<file path="config.mk">
export PLATFORM = sky130hd
export DESIGN_NAME = psc_freq_ctrl
export DESIGN_NICKNAME = d
export VERILOG_FILES = /design/src/rtl/psc_pkg.sv /design/src/rtl/psc_freq_ctrl.sv /design/src/rtl/psc_outdiv.sv
export SDC_FILE = /design/constraint.sdc
export NUM_CORES = 1
export LEC_CHECK = 0
export ABC_AREA = 1
export BUFFER_PORTS_ARGS = -buffer_cell sky130_fd_sc_hd__buf_4
export CORE_ASPECT_RATIO = 1.2
export CORE_UTILIZATION = 55
export CTS_CLUSTER_DIAMETER = 80
export DETAILED_ROUTE_END_ITERATION = 8
export PLACE_DENSITY = 0.78
export SYNTH_ARGS = -nofsm -noshare
export SYNTH_HDL_FRONTEND = slang
export SYNTH_SLANG_ARGS = --single-unit
</file>
<file path="constraint.sdc">
create_clock -name pclk -period 4.13 [get_ports pclk]
set_input_delay 0.413 -clock pclk [delete_from_list [all_inputs] [get_ports pclk]]
set_output_delay 0.413 -clock pclk [all_outputs]
set_load 0.02 [all_outputs]
</file>
<file path="src/rtl/psc_pkg.sv">
// Package of the synthesizer frequency control block: register map, field layout,
// reset values, timing counts, configuration and event carriers.
// Assumes a 100 MHz APB clock; all users refer to names as psc_pkg::name.
package psc_pkg;

   // ----------------------------------------------------------------
   // Timing
   // ----------------------------------------------------------------
   localparam int unsigned CLK_MHZ = 100;
   localparam int unsigned LOCK_MAX_US = 5000;
   localparam int unsigned LOCK_TYP_US = 500;
   // Longest time, so rounded down; exact at this rate
   localparam int unsigned LOCK_MAX_CYC = LOCK_MAX_US * CLK_MHZ;
   localparam int unsigned LOCK_TYP_CYC = LOCK_TYP_US * CLK_MHZ;

   // ----------------------------------------------------------------
   // Divider widths and frame
   // ----------------------------------------------------------------
   localparam int unsigned PRESCALE_W = 5;
   localparam int unsigned FEEDBACK_W = 10;
   localparam int unsigned POSTDIV_W = 3;
   localparam int unsigned FRAME_BITS = PRESCALE_W + FEEDBACK_W + POSTDIV_W;
   localparam int unsigned HALF_W = 5;

   // ----------------------------------------------------------------
   // Register offsets (byte addresses)
   // ----------------------------------------------------------------
   localparam logic [7:0] REG_CTRL = 8'h00;
   localparam logic [7:0] REG_CFG = 8'h04;
   localparam logic [7:0] REG_STAT = 8'h08;
   localparam logic [7:0] REG_IRQ_STAT = 8'h0c;
   localparam logic [7:0] REG_IRQ_MASK = 8'h10;
   localparam logic [7:0] REG_SHIFT = 8'h14;

   // ----------------------------------------------------------------
   // Field positions
   // ----------------------------------------------------------------
   localparam int unsigned CTRL_OUT_EN_BIT = 0;
   localparam int unsigned STAT_LOCKED_BIT = 0;
   localparam int unsigned STAT_RUN_BIT = 1;
   localparam int unsigned STAT_CODE_OK_BIT = 2;
   localparam int unsigned STAT_OE_BIT = 3;
   localparam int unsigned STAT_STATE_LSB = 4;
   localparam int unsigned SHIFT_CNT_LSB = 20;
   localparam int unsigned IRQ_W = 6;

   // ----------------------------------------------------------------
   // Reset values
   // ----------------------------------------------------------------
   localparam logic CTRL_OUT_EN_RST = 1'b1;
   localparam logic [IRQ_W-1:0] IRQ_MASK_RST = 6'h00;
   localparam logic [FRAME_BITS-1:0] CFG_RST = 18'h00000;

   // ----------------------------------------------------------------
   // Carriers
   // ----------------------------------------------------------------
   // Serial frame: post code msb first, then feedback, then prescale
   typedef struct packed {
      logic [POSTDIV_W-1:0] post_code;
      logic [FEEDBACK_W-1:0] feedback;
      logic [PRESCALE_W-1:0] prescale;
   } psc_cfg_t;

   typedef struct packed {
      logic bad_code;
      logic frame_err;
      logic lock_timeout;
      logic lock_lost;
      logic lock_gained;
      logic cfg_loaded;
   } psc_irq_t;

   typedef enum logic [2:0] {
      LK_IDLE = 3'b001,
      LK_ACQ = 3'b010,
      LK_LOCKED = 3'b100
   } psc_lock_st_t;

   // Half period of the output in oscillator cycles; zero for a code that is not valid
   function automatic logic [HALF_W-1:0] post_half(input logic [POSTDIV_W-1:0] code);
      case (code)
         3'h1: post_half = 5'h01;
         3'h2: post_half = 5'h02;
         3'h3: post_half = 5'h04;
         3'h4: post_half = 5'h08;
         3'h5: post_half = 5'h10;
         default: post_half = 5'h00;
      endcase
   endfunction

   function automatic logic code_ok(input logic [POSTDIV_W-1:0] code);
      code_ok = (post_half(code) != 5'h00);
   endfunction

endpackage
</file>
<file path="src/rtl/psc_freq_ctrl.sv">
// Frequency control block of a serially programmed clock synthesizer.
// Assumes the three serial pins, the output enable pin and the phase detector's
// lock level arrive asynchronously; the oscillator tick comes from logic on pclk.
//
// Summary of operation
// Drive a 5-bit prescale, 10-bit feedback value and 3-bit output divider code.
// Output divider divides the oscillator by 2, 4, 8, 16 or 32.
// Codes 1..5 select ratios 2..32; codes 0, 6, 7 are invalid.
// Host keeps oscillator between 400 and 850 MHz when choosing dividers.
// Serial interface sets every divider, for preset or custom frequencies.
// Valid divider settings keep the output between 12.5 and 425 MHz.
// Output enable acts only at whole-pulse boundaries, never making runt pulses.
// Enabled outputs toggle; disabled true output low, complement high.
// Lock indicator low while locked, high while not locked.
// Lock indicator goes high at once when phase lock is lost.
// Lock expected within 5 ms after configuration; host waits for lock.
`timescale 1ns/1ps
`default_nettype none
module psc_freq_ctrl #(
   parameter int unsigned LOCK_MAX_CYCLES = psc_pkg::LOCK_MAX_CYC // Lock time limit in pclk cycles
) (
   input wire logic pclk, // APB clock
   input wire logic presetn, // Asynchronous reset, active low
   input wire logic psel, // APB select
   input wire logic penable, // APB enable
   input wire logic pwrite, // APB direction
   input wire logic [7:0] paddr, // APB byte address
   input wire logic [31:0] pwdata, // APB write data
   output logic [31:0] prdata, // APB read data
   output logic pready, // APB ready
   output logic pslverr, // APB error
   input wire logic serial_shift_clk, // Serial shift clock pin
   input wire logic serial_in_bit, // Serial data pin
   input wire logic serial_latch_strobe, // Serial load strobe pin
   input wire logic out_enable_pin, // Output enable pin
   input wire logic pll_lock_det, // Phase detector lock level
   input wire logic pll_osc_tick, // One pulse per oscillator cycle
   output logic [psc_pkg::PRESCALE_W-1:0] prescale_val, // To input prescaler
   output logic [psc_pkg::FEEDBACK_W-1:0] feedback_val, // To feedback divider
   output logic synth_out_p, // Output clock, true
   output logic synth_out_n, // Output clock, complement
   output logic locked_n, // Lock indicator, low when locked
   output logic irq // Interrupt, level
);

   localparam int unsigned TMR_W = $clog2(LOCK_MAX_CYCLES + 1);
   localparam logic [TMR_W-1:0] TMR_MAX = TMR_W'(LOCK_MAX_CYCLES);
   localparam logic [4:0] FRAME_CNT = 5'(psc_pkg::FRAME_BITS);

   // ----------------------------------------------------------------
   // Pin synchronisers
   // ----------------------------------------------------------------
   logic [4:0] sync1_r;
   logic [4:0] sync2_r;
   logic sclk_d_r;
   logic serial_latch_strobe_d_r;

   always_ff @(posedge pclk or negedge presetn) begin
      if (!presetn) begin
         sync1_r <= 5'h00;
         sync2_r <= 5'h00;
      end else begin
         sync1_r <= {pll_lock_det, out_enable_pin, serial_latch_strobe, serial_in_bit, serial_shift_clk};
         sync2_r <= sync1_r;
      end
   end

   logic sclk_s;
   logic serial_in_bit_s;
   logic serial_latch_strobe_s;
   logic oe_s;
   logic det_s;
   assign sclk_s = sync2_r[0];
   assign serial_in_bit_s = sync2_r[1];
   assign serial_latch_strobe_s = sync2_r[2];
   assign oe_s = sync2_r[3];
   assign det_s = sync2_r[4];

   always_ff @(posedge pclk or negedge presetn) begin
      if (!presetn) begin
         sclk_d_r <= 1'b0;
         serial_latch_strobe_d_r <= 1'b0;
      end else begin
         sclk_d_r <= sclk_s;
         serial_latch_strobe_d_r <= serial_latch_strobe_s;
      end
   end

   logic sclk_rise;
   logic serial_latch_strobe_rise;
   assign sclk_rise = sclk_s && !sclk_d_r;
   assign serial_latch_strobe_rise = serial_latch_strobe_s && !serial_latch_strobe_d_r;

   // ----------------------------------------------------------------
   // Serial shift register
   // ----------------------------------------------------------------
   // Data and shift clock pass equal synchroniser depth, so setup and hold carry over
   logic [psc_pkg::FRAME_BITS-1:0] shift_r;
   logic [4:0] bit_cnt_r;

   always_ff @(posedge pclk or negedge presetn) begin
      if (!presetn) begin
         shift_r <= psc_pkg::CFG_RST;
      end else if (sclk_rise) begin
         shift_r <= {shift_r[psc_pkg::FRAME_BITS-2:0], serial_in_bit_s};
      end
   end

   // Count saturates one past a frame so an overlong frame is also caught
   always_ff @(posedge pclk or negedge presetn) begin
      if (!presetn) begin
         bit_cnt_r <= 5'h00;
      end else if (serial_latch_strobe_rise) begin
         bit_cnt_r <= 5'h00;
      end else if (sclk_rise && bit_cnt_r <= FRAME_CNT) begin
         bit_cnt_r <= bit_cnt_r + 5'h01;
      end
   end

   logic frame_ok;
   logic load_ok;
   assign frame_ok = (bit_cnt_r == FRAME_CNT);
   assign load_ok = serial_latch_strobe_rise && frame_ok;

   // ----------------------------------------------------------------
   // Active configuration
   // ----------------------------------------------------------------
   psc_pkg::psc_cfg_t cfg_r;

   always_ff @(posedge pclk or negedge presetn) begin
      if (!presetn) begin
         cfg_r <= psc_pkg::CFG_RST;
      end else if (load_ok) begin
         cfg_r <= psc_pkg::psc_cfg_t'(shift_r);
      end
   end

   always_ff @(posedge pclk or negedge presetn) begin
      if (!presetn) begin
         prescale_val <= 5'h00;
         feedback_val <= 10'h000;
      end else begin
         prescale_val <= cfg_r.prescale;
         feedback_val <= cfg_r.feedback;
      end
   end

   // ----------------------------------------------------------------
   // Lock tracking
   // ----------------------------------------------------------------
   psc_pkg::psc_lock_st_t lk_st_r;
   psc_pkg::psc_lock_st_t lk_st_nxt;
   logic [TMR_W-1:0] tmr_r;
   logic timeout_done_r;

   always_comb begin
      lk_st_nxt = lk_st_r;
      case (lk_st_r)
         psc_pkg::LK_IDLE: begin
            if (load_ok) begin
               lk_st_nxt = psc_pkg::LK_ACQ;
            end
         end
         psc_pkg::LK_ACQ: begin
            if (load_ok) begin
               lk_st_nxt = psc_pkg::LK_ACQ;
            end else if (det_s) begin
               lk_st_nxt = psc_pkg::LK_LOCKED;
            end
         end
         psc_pkg::LK_LOCKED: begin
            if (load_ok || !det_s) begin
               lk_st_nxt = psc_pkg::LK_ACQ;
            end
         end
         default: begin
            lk_st_nxt = psc_pkg::LK_IDLE;
         end
      endcase
   end

   always_ff @(posedge pclk or negedge presetn) begin
      if (!presetn) begin
         lk_st_r <= psc_pkg::LK_IDLE;
      end else begin
         lk_st_r <= lk_st_nxt;
      end
   end

   // A fresh configuration restarts the acquisition time
   always_ff @(posedge pclk or negedge presetn) begin
      if (!presetn) begin
         tmr_r <= '0;
         timeout_done_r <= 1'b0;
      end else if (lk_st_nxt != psc_pkg::LK_ACQ || load_ok) begin
         tmr_r <= '0;
         timeout_done_r <= 1'b0;
      end else if (tmr_r < TMR_MAX) begin
         tmr_r <= tmr_r + TMR_W'(1);
      end else begin
         timeout_done_r <= 1'b1;
      end
   end

   logic timeout_hit;
   assign timeout_hit = (lk_st_r == psc_pkg::LK_ACQ) && (tmr_r == TMR_MAX) && !timeout_done_r && !load_ok;

   always_ff @(posedge pclk or negedge presetn) begin
      if (!presetn) begin
         locked_n <= 1'b1;
      end else begin
         locked_n <= (lk_st_nxt != psc_pkg::LK_LOCKED);
      end
   end

   // ----------------------------------------------------------------
   // Output path
   // ----------------------------------------------------------------
   logic ctrl_out_en_r;
   logic out_running;

   psc_outdiv u_outdiv (
      .clk(pclk),
      .rst_n(presetn),
      .osc_tick(pll_osc_tick),
      .post_code(cfg_r.post_code),
      .out_en(oe_s && ctrl_out_en_r),
      .out_p(synth_out_p),
      .out_n(synth_out_n),
      .running(out_running)
   );

   // ----------------------------------------------------------------
   // Events and interrupt
   // ----------------------------------------------------------------
   psc_pkg::psc_irq_t ev;
   psc_pkg::psc_irq_t irq_stat_r;
   psc_pkg::psc_irq_t irq_stat_nxt;
   logic [psc_pkg::IRQ_W-1:0] irq_mask_r;
   logic [psc_pkg::IRQ_W-1:0] w1c;
   logic bus_wr;
   logic bus_rd;

   always_comb begin
      ev.cfg_loaded = load_ok;
      ev.lock_gained = (lk_st_r != psc_pkg::LK_LOCKED) && (lk_st_nxt == psc_pkg::LK_LOCKED);
      ev.lock_lost = (lk_st_r == psc_pkg::LK_LOCKED) && !det_s;
      ev.lock_timeout = timeout_hit;
      ev.frame_err = serial_latch_strobe_rise && !frame_ok;
      ev.bad_code = load_ok && !psc_pkg::code_ok(shift_r[psc_pkg::FRAME_BITS-1 -: psc_pkg::POSTDIV_W]);
   end

   assign w1c = (bus_wr && paddr == psc_pkg::REG_IRQ_STAT) ? pwdata[psc_pkg::IRQ_W-1:0] : 6'h00;
   // A new event wins over a clear in the same cycle
   assign irq_stat_nxt = (irq_stat_r & ~w1c) | ev;

   always_ff @(posedge pclk or negedge presetn) begin
      if (!presetn) begin
         irq_stat_r <= '0;
      end else begin
         irq_stat_r <= irq_stat_nxt;
      end
   end

   always_ff @(posedge pclk or negedge presetn) begin
      if (!presetn) begin
         irq <= 1'b0;
      end else begin
         irq <= |(irq_stat_nxt & irq_mask_nxt());
      end
   end

   function automatic logic [psc_pkg::IRQ_W-1:0] irq_mask_nxt();
      irq_mask_nxt = (bus_wr && paddr == psc_pkg::REG_IRQ_MASK) ? pwdata[psc_pkg::IRQ_W-1:0] : irq_mask_r;
   endfunction

   // ----------------------------------------------------------------
   // APB slave
   // ----------------------------------------------------------------
   // One wait state keeps read data and ready straight from flip-flops
   logic mapped;
   assign bus_wr = psel && penable && pready && pwrite;
   assign bus_rd = psel && penable && !pready && !pwrite;
   assign mapped = (paddr == psc_pkg::REG_CTRL) || (paddr == psc_pkg::REG_CFG) ||
                   (paddr == psc_pkg::REG_STAT) || (paddr == psc_pkg::REG_IRQ_STAT) ||
                   (paddr == psc_pkg::REG_IRQ_MASK) || (paddr == psc_pkg::REG_SHIFT);

   always_ff @(posedge pclk or negedge presetn) begin
      if (!presetn) begin
         pready <= 1'b0;
         pslverr <= 1'b0;
      end else begin
         pready <= psel && penable && !pready;
         pslverr <= psel && penable && !pready && !mapped;
      end
   end

   always_ff @(posedge pclk or negedge presetn) begin
      if (!presetn) begin
         ctrl_out_en_r <= psc_pkg::CTRL_OUT_EN_RST;
      end else if (bus_wr && paddr == psc_pkg::REG_CTRL) begin
         ctrl_out_en_r <= pwdata[psc_pkg::CTRL_OUT_EN_BIT];
      end
   end

   always_ff @(posedge pclk or negedge presetn) begin
      if (!presetn) begin
         irq_mask_r <= psc_pkg::IRQ_MASK_RST;
      end else begin
         irq_mask_r <= irq_mask_nxt();
      end
   end

   logic [31:0] rd_mux;
   always_comb begin
      rd_mux = 32'h00000000;
      case (paddr)
         psc_pkg::REG_CTRL: rd_mux[psc_pkg::CTRL_OUT_EN_BIT] = ctrl_out_en_r;
         psc_pkg::REG_CFG: rd_mux[psc_pkg::FRAME_BITS-1:0] = cfg_r;
         psc_pkg::REG_STAT: begin
            rd_mux[psc_pkg::STAT_LOCKED_BIT] = !locked_n;
            rd_mux[psc_pkg::STAT_RUN_BIT] = out_running;
            rd_mux[psc_pkg::STAT_CODE_OK_BIT] = psc_pkg::code_ok(cfg_r.post_code);
            rd_mux[psc_pkg::STAT_OE_BIT] = oe_s;
            rd_mux[psc_pkg::STAT_STATE_LSB +: 3] = lk_st_r;
         end
         psc_pkg::REG_IRQ_STAT: rd_mux[psc_pkg::IRQ_W-1:0] = irq_stat_r;
         psc_pkg::REG_IRQ_MASK: rd_mux[psc_pkg::IRQ_W-1:0] = irq_mask_r;
         psc_pkg::REG_SHIFT: begin
            rd_mux[psc_pkg::FRAME_BITS-1:0] = shift_r;
            rd_mux[psc_pkg::SHIFT_CNT_LSB +: 5] = bit_cnt_r;
         end
         default: rd_mux = 32'h00000000;
      endcase
   end

   always_ff @(posedge pclk or negedge presetn) begin
      if (!presetn) begin
         prdata <= 32'h00000000;
      end else if (bus_rd) begin
         prdata <= rd_mux;
      end
   end

endmodule
`default_nettype wire

</file>
<file path="src/rtl/psc_outdiv.sv">
// Output divider and synchronous output gate of the synthesizer.
// Assumes osc_tick is a one-cycle pulse per oscillator period on clk and that
// out_en is already synchronised to clk.
`timescale 1ns/1ps
`default_nettype none
module psc_outdiv (
   input wire logic clk, // Block clock
   input wire logic rst_n, // Asynchronous reset, active low
   input wire logic osc_tick, // One pulse per oscillator cycle
   input wire logic [psc_pkg::POSTDIV_W-1:0] post_code, // Output divider code
   input wire logic out_en, // Synchronised output enable
   output logic out_p, // True output
   output logic out_n, // Complement output
   output logic running // Output is toggling
);

   // ----------------------------------------------------------------
   // Divider
   // ----------------------------------------------------------------
   logic [psc_pkg::HALF_W-1:0] half;
   logic [psc_pkg::HALF_W-1:0] cnt_r;
   logic phase_r;
   logic wrap;

   assign half = psc_pkg::post_half(post_code);
   assign wrap = osc_tick && (half != 5'h00) && ((cnt_r + 5'h01) >= half);

   always_ff @(posedge clk or negedge rst_n) begin
      if (!rst_n) begin
         cnt_r <= 5'h00;
      end else if (half == 5'h00 || wrap) begin
         cnt_r <= 5'h00;
      end else if (osc_tick) begin
         cnt_r <= cnt_r + 5'h01;
      end
   end

   // Invalid code parks the phase low; the output gate holds the outputs at their disabled levels
   always_ff @(posedge clk or negedge rst_n) begin
      if (!rst_n) begin
         phase_r <= 1'b0;
      end else if (half == 5'h00) begin
         phase_r <= 1'b0;
      end else if (wrap) begin
         phase_r <= ~phase_r;
      end
   end

   // ----------------------------------------------------------------
   // Output gate
   // ----------------------------------------------------------------
   // The enable is only looked at on a rising phase, so the enable never cuts a pulse short
   always_ff @(posedge clk or negedge rst_n) begin
      if (!rst_n) begin
         out_p <= 1'b0;
         out_n <= 1'b1;
         running <= 1'b0;
      end else if (half == 5'h00) begin
         out_p <= 1'b0;
         out_n <= 1'b1;
         running <= 1'b0;
      end else if (wrap && !phase_r) begin
         out_p <= out_en;
         out_n <= ~out_en;
         running <= out_en;
      end else if (wrap) begin
         out_p <= 1'b0;
         out_n <= 1'b1;
      end
   end

endmodule
`default_nettype wire

</file>
Yosys cells after proc, flatten, opt, wreduce, memory -nomap -nowiden

Index checks and enable logic that the tools add are counted.

Flip-flop bits (word level): 140
Latch bits: 0
Bits in writable memories: 0
ROM bits: 0
Input bits: 51
Output and inout port bits: 53
Logic and storage cells: 158
Memories kept: 0

$add $sub $neg: 3
Multiply operators: 0
Divide/modulo/power cells: 0
Order comparisons: 3
Eq/ne operators: 25
Shift-type cells: 0
Multiplexer cells: 33
Bitwise gates (word level): 6
Reductions and logical operators: 56

Operator list:

| operator              | count |
|---|---|
| $pmux 5 s5            | 3 |
| $mux 19               | 2 |
| $mux 5                | 6 |
| $logic_and 1x1->1     | 24 |
| $pmux 11 s2           | 1 |
| $add 19x1->19 const B | 1 |
| $eq 19x19->1 const B  | 1 |
| $lt 19x19->1 const B  | 1 |
| $eq 3x3->1 const B    | 6 |
| $eq 8x4->1 const B    | 2 |
| $eq 8x5->1 const B    | 2 |
| $eq 3x2->1 const B    | 5 |
| $reduce_bool 5->1     | 3 |
| $and 6x6->6           | 2 |
| $logic_not 1->1       | 12 |
| $mux 1                | 12 |
| $mux 3                | 4 |
| $mux 6                | 2 |
| $add 5x1->5 const B   | 2 |
| $reduce_bool 2->1     | 5 |
| $eq 3x1->1 const B    | 3 |
| $pmux 3 s3            | 1 |
| $eq 8x3->1 const B    | 1 |
| $logic_not 8->1       | 1 |
| 15 further kinds      | 24 |

Longest topological paths before layout

Gate-level depths: netlist of run 1.

Depth in word-level cells: 11
Depth in mapped cells: 13
Mapped depth without buffers: 13

Modules after synthesis

From an unflattened synthesis of run 1, not the netlist that was laid out.

Cell total of the unflattened synthesis: 761
Area total of the unflattened synthesis: 6535.0 µm²

Modules (own cells, without submodules):

| module        | instances | cells an instance | area each (µm²) | seq. area each (µm²) |
|---|---|---|---|---|
| psc_freq_ctrl | 1         | 681               | 5901.9          | 3281.9 |
| psc_outdiv    | 1         | 80                | 633.1           | 226.5 |

Least setup slack after synthesis of run 1

No wires, ideal clock.

Path kind: reg-to-reg
Start point: register u_outdiv.cnt_r[0] (netlist name)
End point: register u_outdiv.cnt_r[4] (netlist name)
Library setup time: 0.083 ns
Arrival time: 1.847 ns
Data required time: 4.047 ns
Path slack: 2.200 ns
Cell stages (with the launch flop): 13
Buffers on the path: 0
Clock period less this slack: 1.930 ns
Path through: dfrtp_1 -> ha_1 -> nand3_1 -> xor2_1 -> inv_1 -> ha_1 -> nand2_1 -> inv_1 -> o21ai_0 -> nand4_1 -> nand2_1 -> nand2_1 -> o21ai_0

Word-level cells in the longest chain between the ends: 5
Elaborated cells between the ends (all ways): 7
Classes of those cells: add/sub (1); order compare (1); mux (2); reduce/logical (3)

Ends and longest elaborated chain:

| item                                               | RTL line                           | RTL |
|---|---|---|
| start, declared                                    | psc_outdiv.sv:21                   | `logic [psc_pkg::HALF_W-1:0] cnt_r;` |
| start signal, assigned                             | psc_outdiv.sv:34                   | `cnt_r <= cnt_r + 5'h01;` |
| $add 5x1->5 (*)                                    | psc_outdiv.sv:26, psc_outdiv.sv:34 |  |
| $ge 5x5->1                                         | psc_outdiv.sv:26                   | `assign wrap = osc_tick && (half != 5'h00) && ((cnt_r + 5'h01) >= half);` |
| $logic_and 1x1->1                                  | psc_outdiv.sv:26                   |  |
| $logic_or 1x1->1                                   | psc_outdiv.sv:31                   | `end else if (half == 5'h00 \|\| wrap) begin` |
| $mux 5 / $reduce_bool 2->1 (equally long branches) | --                                 |  |

Every way passes the cells marked *; elsewhere a longest branch is shown, timed or not. The select of a mux whose other input is x is not followed.
A chain may end at the register's enable or synchronous reset.

Final worst setup path of run 1

Start point: register u_outdiv.cnt_r[0] (netlist name)
End point: register u_outdiv.cnt_r[2] (netlist name)

Same word-level chain as after synthesis.

==> results.md, run 1 <==
* Worst-path fanout max at 5
* Clock Pin Slew Worst Setup and Hold Paths at 0.06 ns
* Area of the multi-input gates at around 2500 um2
* Clk_lat worst skew at 0.42 ns
* Port bufs at a little under 70
* HP Class: in2reg
* Crit path from: u_outdiv.cnt_r[0]$_DFFE_PN0P_
* Count leader, synth: nand2_1
* First-pass DRT Iterations at 5
* Lkg Pwr at between 3 and 4 nW
* Residual DRC at 0
* Flop2flop setup slack at roughly 1.8 ns
* GPL Wtd Cong at 0.9504
* Register bit total from synthesis at 140
* CTS tree: done
* Hold buffer count at cts at 0
* Antenna diodes at 0
* Final antenna-violating net count at 0
* Largest net degree at the start of global routing at between 100 and 150
* Clk_skew at about 0.0092 ns
* Crit-path cells: ha_1, nand3_1, xor2_1, inv_1, ha_1, nand2_1, inv_1, o21ai_0, nand4_1, nand2_1, nand2_1, o21ai_0
* Final WS setup at 1.760 ns
* Worst reg2reg path startpoint: u_outdiv.cnt_r[0]$_DFFE_PN0P_
* Synth Instances at roughly 770
* Status: completed
* Worst R2R Path Depth at 12
* Total Power at about 3.2 mW
* Slowest stage cell, crit path: dfrtp_1
* Worst-Margin Slew at 0.9517 ns
* Fillers at around 950
* Routed vias/inst at ~5.3
* Async S/R FF share, synth at between 90% and 100%
* Die area at approximately 12000 um2
* Area after DPL at between 7000 and 8000 um2
* CP Data Arrival Time at 2.70 ns
* Register area at about 3500 um2
* Global-route wire length before repair at ~25000 um
* Crit end category: flop
* Worst Path Class, Setup: reg2reg
* Row count at 43
* Initial core utilization at between 50% and 60%
* Share of post-route cells with drive strength above 1 at between 15 and 20%
* CTS resizes at 0
* Post-DP HPWL at about 10000 um
* Initial DRC count at between 300 and 400
* Nets at 895
* Dominant cell type by area after synthesis: dfrtp_1
* Clk buf depth at 2
* Startpoint Class: flop
* Initial antenna violation count at 0
* Routed length per instance at between 10 and 15 um
* Die height at approximately 120 um
* Synth top cells by count: nand2_1, dfrtp_1, inv_1, o21ai_0
* Max cap viols at 0
* Setup violators final at 0
* Avg Inst Size Synth at 8.485 um2
* Primary FF master, synth: dfrtp_1
* Slew Limit Fails at 0
* Worst Setup EP: u_outdiv.cnt_r[2]$_DFFE_PN0P_
* CTS Buf Count at 17
* Max Freq at between 0.4 and 0.5 GHz
* Vias in the first global route at about 5400
* Sink Count at 140
* Share of the synthesized area in the top cell type at 52.43%
* Clock Tree Root: clkbuf_16
* Total negative slack at 0 ns
* Fin area at about 7600 um2
* RSZ-0062 raised after global routing: false
* Core area at around 12000 um2
* Register area share after synthesis at 54.05%
* CP top delay family: simple AND/OR/NAND/NOR gates
* Ys Warns at 0
* Final-report hold violation count at 0
* Final period util at between 50 and 60%
* Slowest Stage Delay on Critical Path at roughly 0.43 ns
* Post-Place Worst Slack at 1.789 ns
* Post-synthesis to final-layout area growth at 17.79%
* H-tree levels at 4
* Pwr dens at slightly above 400 nW/um2
* Die Wd at 101.2 um
* All-Layer GR Usage at around a quarter
* Worst slew margin at a little over a third
* Instance count on the critical path at 12
* CP bufs+invs at 2
* FF-to-FF End: u_outdiv.cnt_r[2]$_DFFE_PN0P_
* Count of cell types in the netlist at between 40 and 50
* Mapped Area at 6491 um2
* Largest cells by area after synthesis: dfrtp_1, nand2_1, inv_1, o21ai_0, nand3_1
* Routed wire length at between 10000 and 15000 um
* EDFF count, synth at 0
* Ports at between 100 and 150
* Worst vdd ir at between 0.0002 and 0.00025 V
* Post-CTS setup buffer count at 0
* Hold slack at roughly 0.097 ns
* Worst EP required at 4.46 ns
* Vias at about 5400
* Min cycle time layout at 2.370 ns
* Grt ovf at 0
* Most used cell along the critical path: nand2_1
[worst register-to-register path, stage by stage, from the launching register on]
cell     delay, ns
dfrtp_1       0.43
ha_1          0.25
nand3_1       0.10
xor2_1        0.15
inv_1         0.07
ha_1          0.32
nand2_1       0.08
inv_1         0.05
o21ai_0       0.08
nand4_1       0.20
nand2_1       0.21
nand2_1       0.15
o21ai_0       0.18
[cells in the final DEF, fill, tap and decap left out, drive strengths merged, types with 8 or more instances in the layout]
cell type,netlist,routed
nor3,12,12
dfrtp,136,136
conb,1,9
nor2,67,67
a21oi,21,21
ha,10,10
o21ai,72,72
clkbuf,4,23
nand4,8,8
nand3,60,60
nand2,216,216
xor2,11,11
inv,91,91
buf,25,71
o211ai,10,10
[logic make-up after synthesis]
family / after synthesis / share of synthesized area (%)
buffers and inverters: 121 / 8.327
AOI/OAI and AO/OA: 109 / 9.040
adders and majority gates: 10 / 1.928
xor gates and xnor gates: 12 / 1.619
DFF: 140 / 54.05
and+or+nand+nor: 372 / 24.98
other: 1 / 0.05777
[where the power goes]
| group | switching (mW) | internal (mW) |
|---|---|---|
| Sequential | 0.0393 | 1.43 |
| Clock | 0.549 | 0.943 |
| Combinational | 0.143 | 0.0662 |
[routing by layer]
layer  GRT usage [%]  part of all wire [%]  vias to the layer above
li1                -                     -                     2578
met4           10.60                   2.4                        0
met5               0                     0                        -
met1           31.18                    41                     2563
met3           5.933                   4.3                       37
met2           46.90                    53                      173
[cell type report]
class	count	area share, %
repair buffers	71	7.020
inverters	92	4.598
multi-input cells	512	32.37
flip-flops and latches	140	45.88
clock inverters	8	1.178
clock buffers	23	6.382
well taps	157	2.569
[through the flow]
| stage | cells | util (%) |
|---|---|---|
| 2_1_floorplan | 773 | - |
| 3_3_place_gp | 972 | 61.39 |
| 3_5_place_dp | 972 | 61.39 |
| 4_1_cts | 1003 | 66.41 |
| 5_1_grt | 1003 | 66.41 |
| 6_report | 1003 | 66.41 |
[flip-flops by register name (all words and copies together) (netlist names), 6 cells and up]
signal and flops:
irq_stat_r 6, cfg_r 18, tmr_r 19, shift_r 18, prdata 23, irq_mask_r 6, feedback_val 10
[worst min-delay path by stage]
stage,start,end,slack (ns),cells past startpoint
finish,out_enable_pin,sync1_r[3]$_DFF_PN0_,0.1,1
global route,out_enable_pin,sync1_r[3]$_DFF_PN0_,0.09,1
CTS,pll_lock_det,sync1_r[4]$_DFF_PN0_,0.09,1
detailed placement,sync1_r[1]$_DFF_PN0_,sync2_r[1]$_DFF_PN0_,0.34,0
global placement,sync1_r[2]$_DFF_PN0_,sync2_r[2]$_DFF_PN0_,0.33,0
floorplan,presetn,bit_cnt_r[0]$_DFFE_PN0P_,0.12,0
Note: power is estimated with default switching activity, not from simulation.
==> run 2, diff against run 1 <==
Settings changed: ABC_AREA 1 to 0, CORE_UTILIZATION 55 to 50, PLACE_DENSITY 0.78 to 0.75.
Clock period 4.13 ns to 2.1 ns, I/O delays scaled along.
==> run 2 against run 1 <==
Compared with the run above: the run now ends with setup timing left; largest cell class unchanged; sequential share of layout area fell by 0.95 points; largest power group is now registers; area after synthesis is 6.6% lower; fmax up 10%; critical path type unchanged; global-route usage down 2.5 points; highest routed layer unchanged; total power up 110%; flip-flop and latch count is the same.
==> results.md, run 2 <==
* Final-report hold violation count at 0 (unchanged)
* Min-Delay Endpoint: ctrl_out_en_r$_DFFE_PN1P_
* Slew Limit Fails at 0 (unchanged)
* Fillers at 859 (-9.8%)
* Worst reg2reg path startpoint: u_outdiv.cnt_r[1]$_DFFE_PN0P_
* Global-route wire length before repair at 22960 um (-8.5%)
* Nets at 742 (-17%)
* Port bufs at 68 (unchanged)
* Total Power at 6.755 mW (+110%)
* RSZ-0062 raised after global routing: true
* Most frequent cells in the layout: dfrtp_1, buf_4, nand2_1
* Setup violators final at 1 (+1)
* All-Layer GR Usage at 24.09% (-2.5 points)
* Cells on Worst Hold Path at 2 (+1)
* Grt ovf at 0 (unchanged)
* Share of the synthesized area in the top cell type at 56.11% (+3.7 points)
* Sink Count at 140 (unchanged)
* Largest net degree at the start of global routing at 50 (-54%)
* Die Wd at 102.5 um (+1.4%)
* Routed vias/inst at 5.555 (+4.1%)
* Count leader, synth: dfrtp_1
* Hold Path Origin: pwdata[0]
* H-tree levels at 4 (unchanged)
* Antenna diodes at 0 (unchanged)
* Routed length per instance at 16.45 um (+10%)
* Max cap viols at 0 (unchanged)
* Residual DRC at 0 (unchanged)
* Core area at 11670 um2 (+1.4%)
* Final antenna-violating net count at 0 (unchanged)
* Synth top cells by count: dfrtp_1, nand2_1, nor2_1, clkbuf_1, mux2_2
* Die height at 122.7 um (+1.4%)
* Async S/R FF share, synth at 100.0% (unchanged)
* Mapped Area at 6066 um2 (-6.6%)
* Portion of netlist area occupied by mux cells at 5.549% (+5.5 points)
* Clock Tree Root: clkbuf_16
* Synth Area in Adders at 2.063% (+0.14 points)
* Register bit total from synthesis at 140 (unchanged)
* HP Class: in2reg
* Final core occ at 66.93% (+0.52 points)
* Routed wire length at 14000 um (-6.5%)
* Count of cell types in the netlist at 60 (+46%)
* Status: complete, but fails checks
* Hold slack at 0.04143 ns (-0.05565 ns)
* Share of post-route cells with drive strength above 1 at 30.12% (+15 points)
* Clock Pin Slew Worst Setup and Hold Paths at 0.07 ns (about the same)
* Largest cells by area after synthesis: dfrtp_1, nand2_1, mux2_2, nor2_1, ha_1
* Pwr dens at 864.5 nW/um2 (+110%)
* Primary FF master, synth: dfrtp_1
* Worst R2R Path Depth at 8 (-4)
* Ports at 104 (unchanged)
* GPL Wtd Cong at 0.9203 (-3.2%)
* Clk_lat worst skew at 0.42 ns (about the same)
* Top reg by flops: prdata
* Final WS setup at -0.05007 ns (-1.810 ns)
* Startpoint Class: flop
* Clk buf depth at 2 (unchanged)
* Initial antenna violation count at 0 (unchanged)
* Worst slew margin at 55.79% (+19 points)
* Synth Instances at 565 (-26%)
* FF-to-FF End: u_outdiv.running$_DFFE_PN0P_
* Initial core utilization at 51.96% (-4.4 points)
* CTS tree: done
* Most common cell after layout, fill and taps aside: dfrtp_1
* XOR/XNOR share of the synthesized area at 3.177% (+1.6 points)
* Avg Inst Size Synth at 10.74 um2 (+27%)
* Row count at 43 (unchanged)
* Dominant cell type by area after synthesis: dfrtp_1
* Worst vdd ir at 0.0005122 V (+110%)
* Worst-path fanout max at 4 (-1)
* Top Registers: prdata x23, tmr_r x19
* CTS Buf Count at 17 (unchanged)
* Post-Synth Simple-Gate Area at 18.65% (-6.3 points)
* Die area at 12580 um2 (+2.7%)
* Worst Path Class, Setup: reg2reg
* Synth Area in Compound Gates at 8.746% (-0.29 points)
* Worst EP required at 2.40 ns (-2.06 ns)
* Crit end category: flop
* Post-synthesis to final-layout area growth at 28.82%
* Register area share after synthesis at 57.84% (+3.8 points)
* EDFF count, synth at 0 (unchanged)
* Lkg Pwr at 3.727 nW (-0.17%)
* Worst-Margin Slew at 0.6631 ns (-0.2886 ns)
* Largest register FFs at 23 (unchanged)
* Min cycle time layout at 2.150 ns (-0.2197 ns)
* Flop2flop setup slack at -0.05 ns (-1.81 ns)
* Initial DRC count at 302 (-11%)
* Final period util at 102.4% (+45 points)
* Post-DP HPWL at 9413 um (-8.4%)
* Max Freq at 0.4651 GHz (+10%)
* First-pass DRT Iterations at 6 (+1)
* Clk_skew at 0.01038 ns (+0.001180 ns)
* Vias in the first global route at 4734 (-12%)
* Ys Warns at 0 (unchanged)
* Vias at 4727 (-12%)
* CP Data Arrival Time at 2.45 ns (-0.25 ns)
* Failing checks: setup timing
* Largest family of logic cells by synthesized area: simple AND/OR/NAND/NOR gates
-- run 2: cell types whose count changed in the layout (fill, tap and decap cells not counted), moves of 11 or more --
cell / previous run / this run
nand2_1: 212 / 89
a221oi_1: 0 / 12
mux2_2: 0 / 26
o21ai_1: 12 / 0
o21ai_0: 59 / 9
inv_1: 87 / 15
a21oi_1: 21 / 10
nand3_1: 58 / 19
buf_4: 70 / 116
-- run 2: metal layers --
layer	GRT usage, %	vias up	share of wire, %
li1	-	2179	-
met1	30.19	2355	41
met2	40.33	172	52
met3	5.752	21	4.8
met4	8.750	0	1.9
met5	0	-	0
-- run 2: worst max-delay path by stage --
stage,from,to,slack [ns],cells past startpoint
finish,u_outdiv.cnt_r[1]$_DFFE_PN0P_,u_outdiv.running$_DFFE_PN0P_,-0.05,8
global route,u_outdiv.cnt_r[1]$_DFFE_PN0P_,u_outdiv.running$_DFFE_PN0P_,-0.15,8
CTS,cfg_r[17]$_DFFE_PN0P_,u_outdiv.running$_DFFE_PN0P_,-0.04,9
detailed placement,bit_cnt_r[0]$_DFFE_PN0P_,irq$_DFF_PN0_,-0.13,8
global placement,paddr[5],irq$_DFF_PN0_,-0.05,6
floorplan,cfg_r[17]$_DFFE_PN0P_,u_outdiv.running$_DFFE_PN0P_,-0.15,9
-- run 2: kinds of logic after synthesis --
group	after synthesis
xor gates and xnor gates	22
AOI/OAI and AO/OA	74
DFF	140
buffers and inverters	52
adders and majority gates	10
and+or+nand+nor	237
other	1
muxes	29
-- run 2: cell type report --
type / count / area (um2) / share of cell area, %
multi-input cells: 381 / 2460 / 31.48
clock inverters: 14 / 148.9 / 1.906
clock buffers: 18 / 439.2 / 5.620
flip-flops and latches: 140 / 3511 / 44.93
inverters: 15 / 56.30 / 0.7206
well taps: 157 / 196.4 / 2.514
repair buffers: 126 / 1002 / 12.83
-- run 2: power breakdown --
group	internal (mW)	leakage, nW	switching, mW
clock network	1.71	0.284	1.24
logic	0.337	1.62	0.351
registers	2.92	1.82	0.201
total	4.96	3.73	1.79
-- run 2: timing repair --
action	in CTS	in global routing
hold buffers	6	0
hold endpoints to repair	50	0
gates resized for setup	7	14
setup endpoints to repair	6	19
pin swaps	3	6
buffers inserted	3	4
-- run 2: through the flow --
stage	setup TNS [ns]	cell area [um2]	setup slack (ns)	cells
after floorplan	-0.1984	6145	-0.1532	573
after global placement	-0.07362	7024	-0.05455	806
after detailed placement	-0.2421	7024	-0.1348	806
after CTS	-0.08715	7726	-0.04455	847
after global routing	-0.5496	7814	-0.1470	851
final	-0.05007	7814	-0.05007	851
-- run 2: worst max-delay path: stages (launching register included) --
cell and delay, ns:
dfrtp_1 0.36, ha_2 0.23, nand3_1 0.14, xnor2_2 0.18, ha_1 0.30, nand2_1 0.05
o21a_1 0.22, or3_4 0.34, a31o_2 0.21
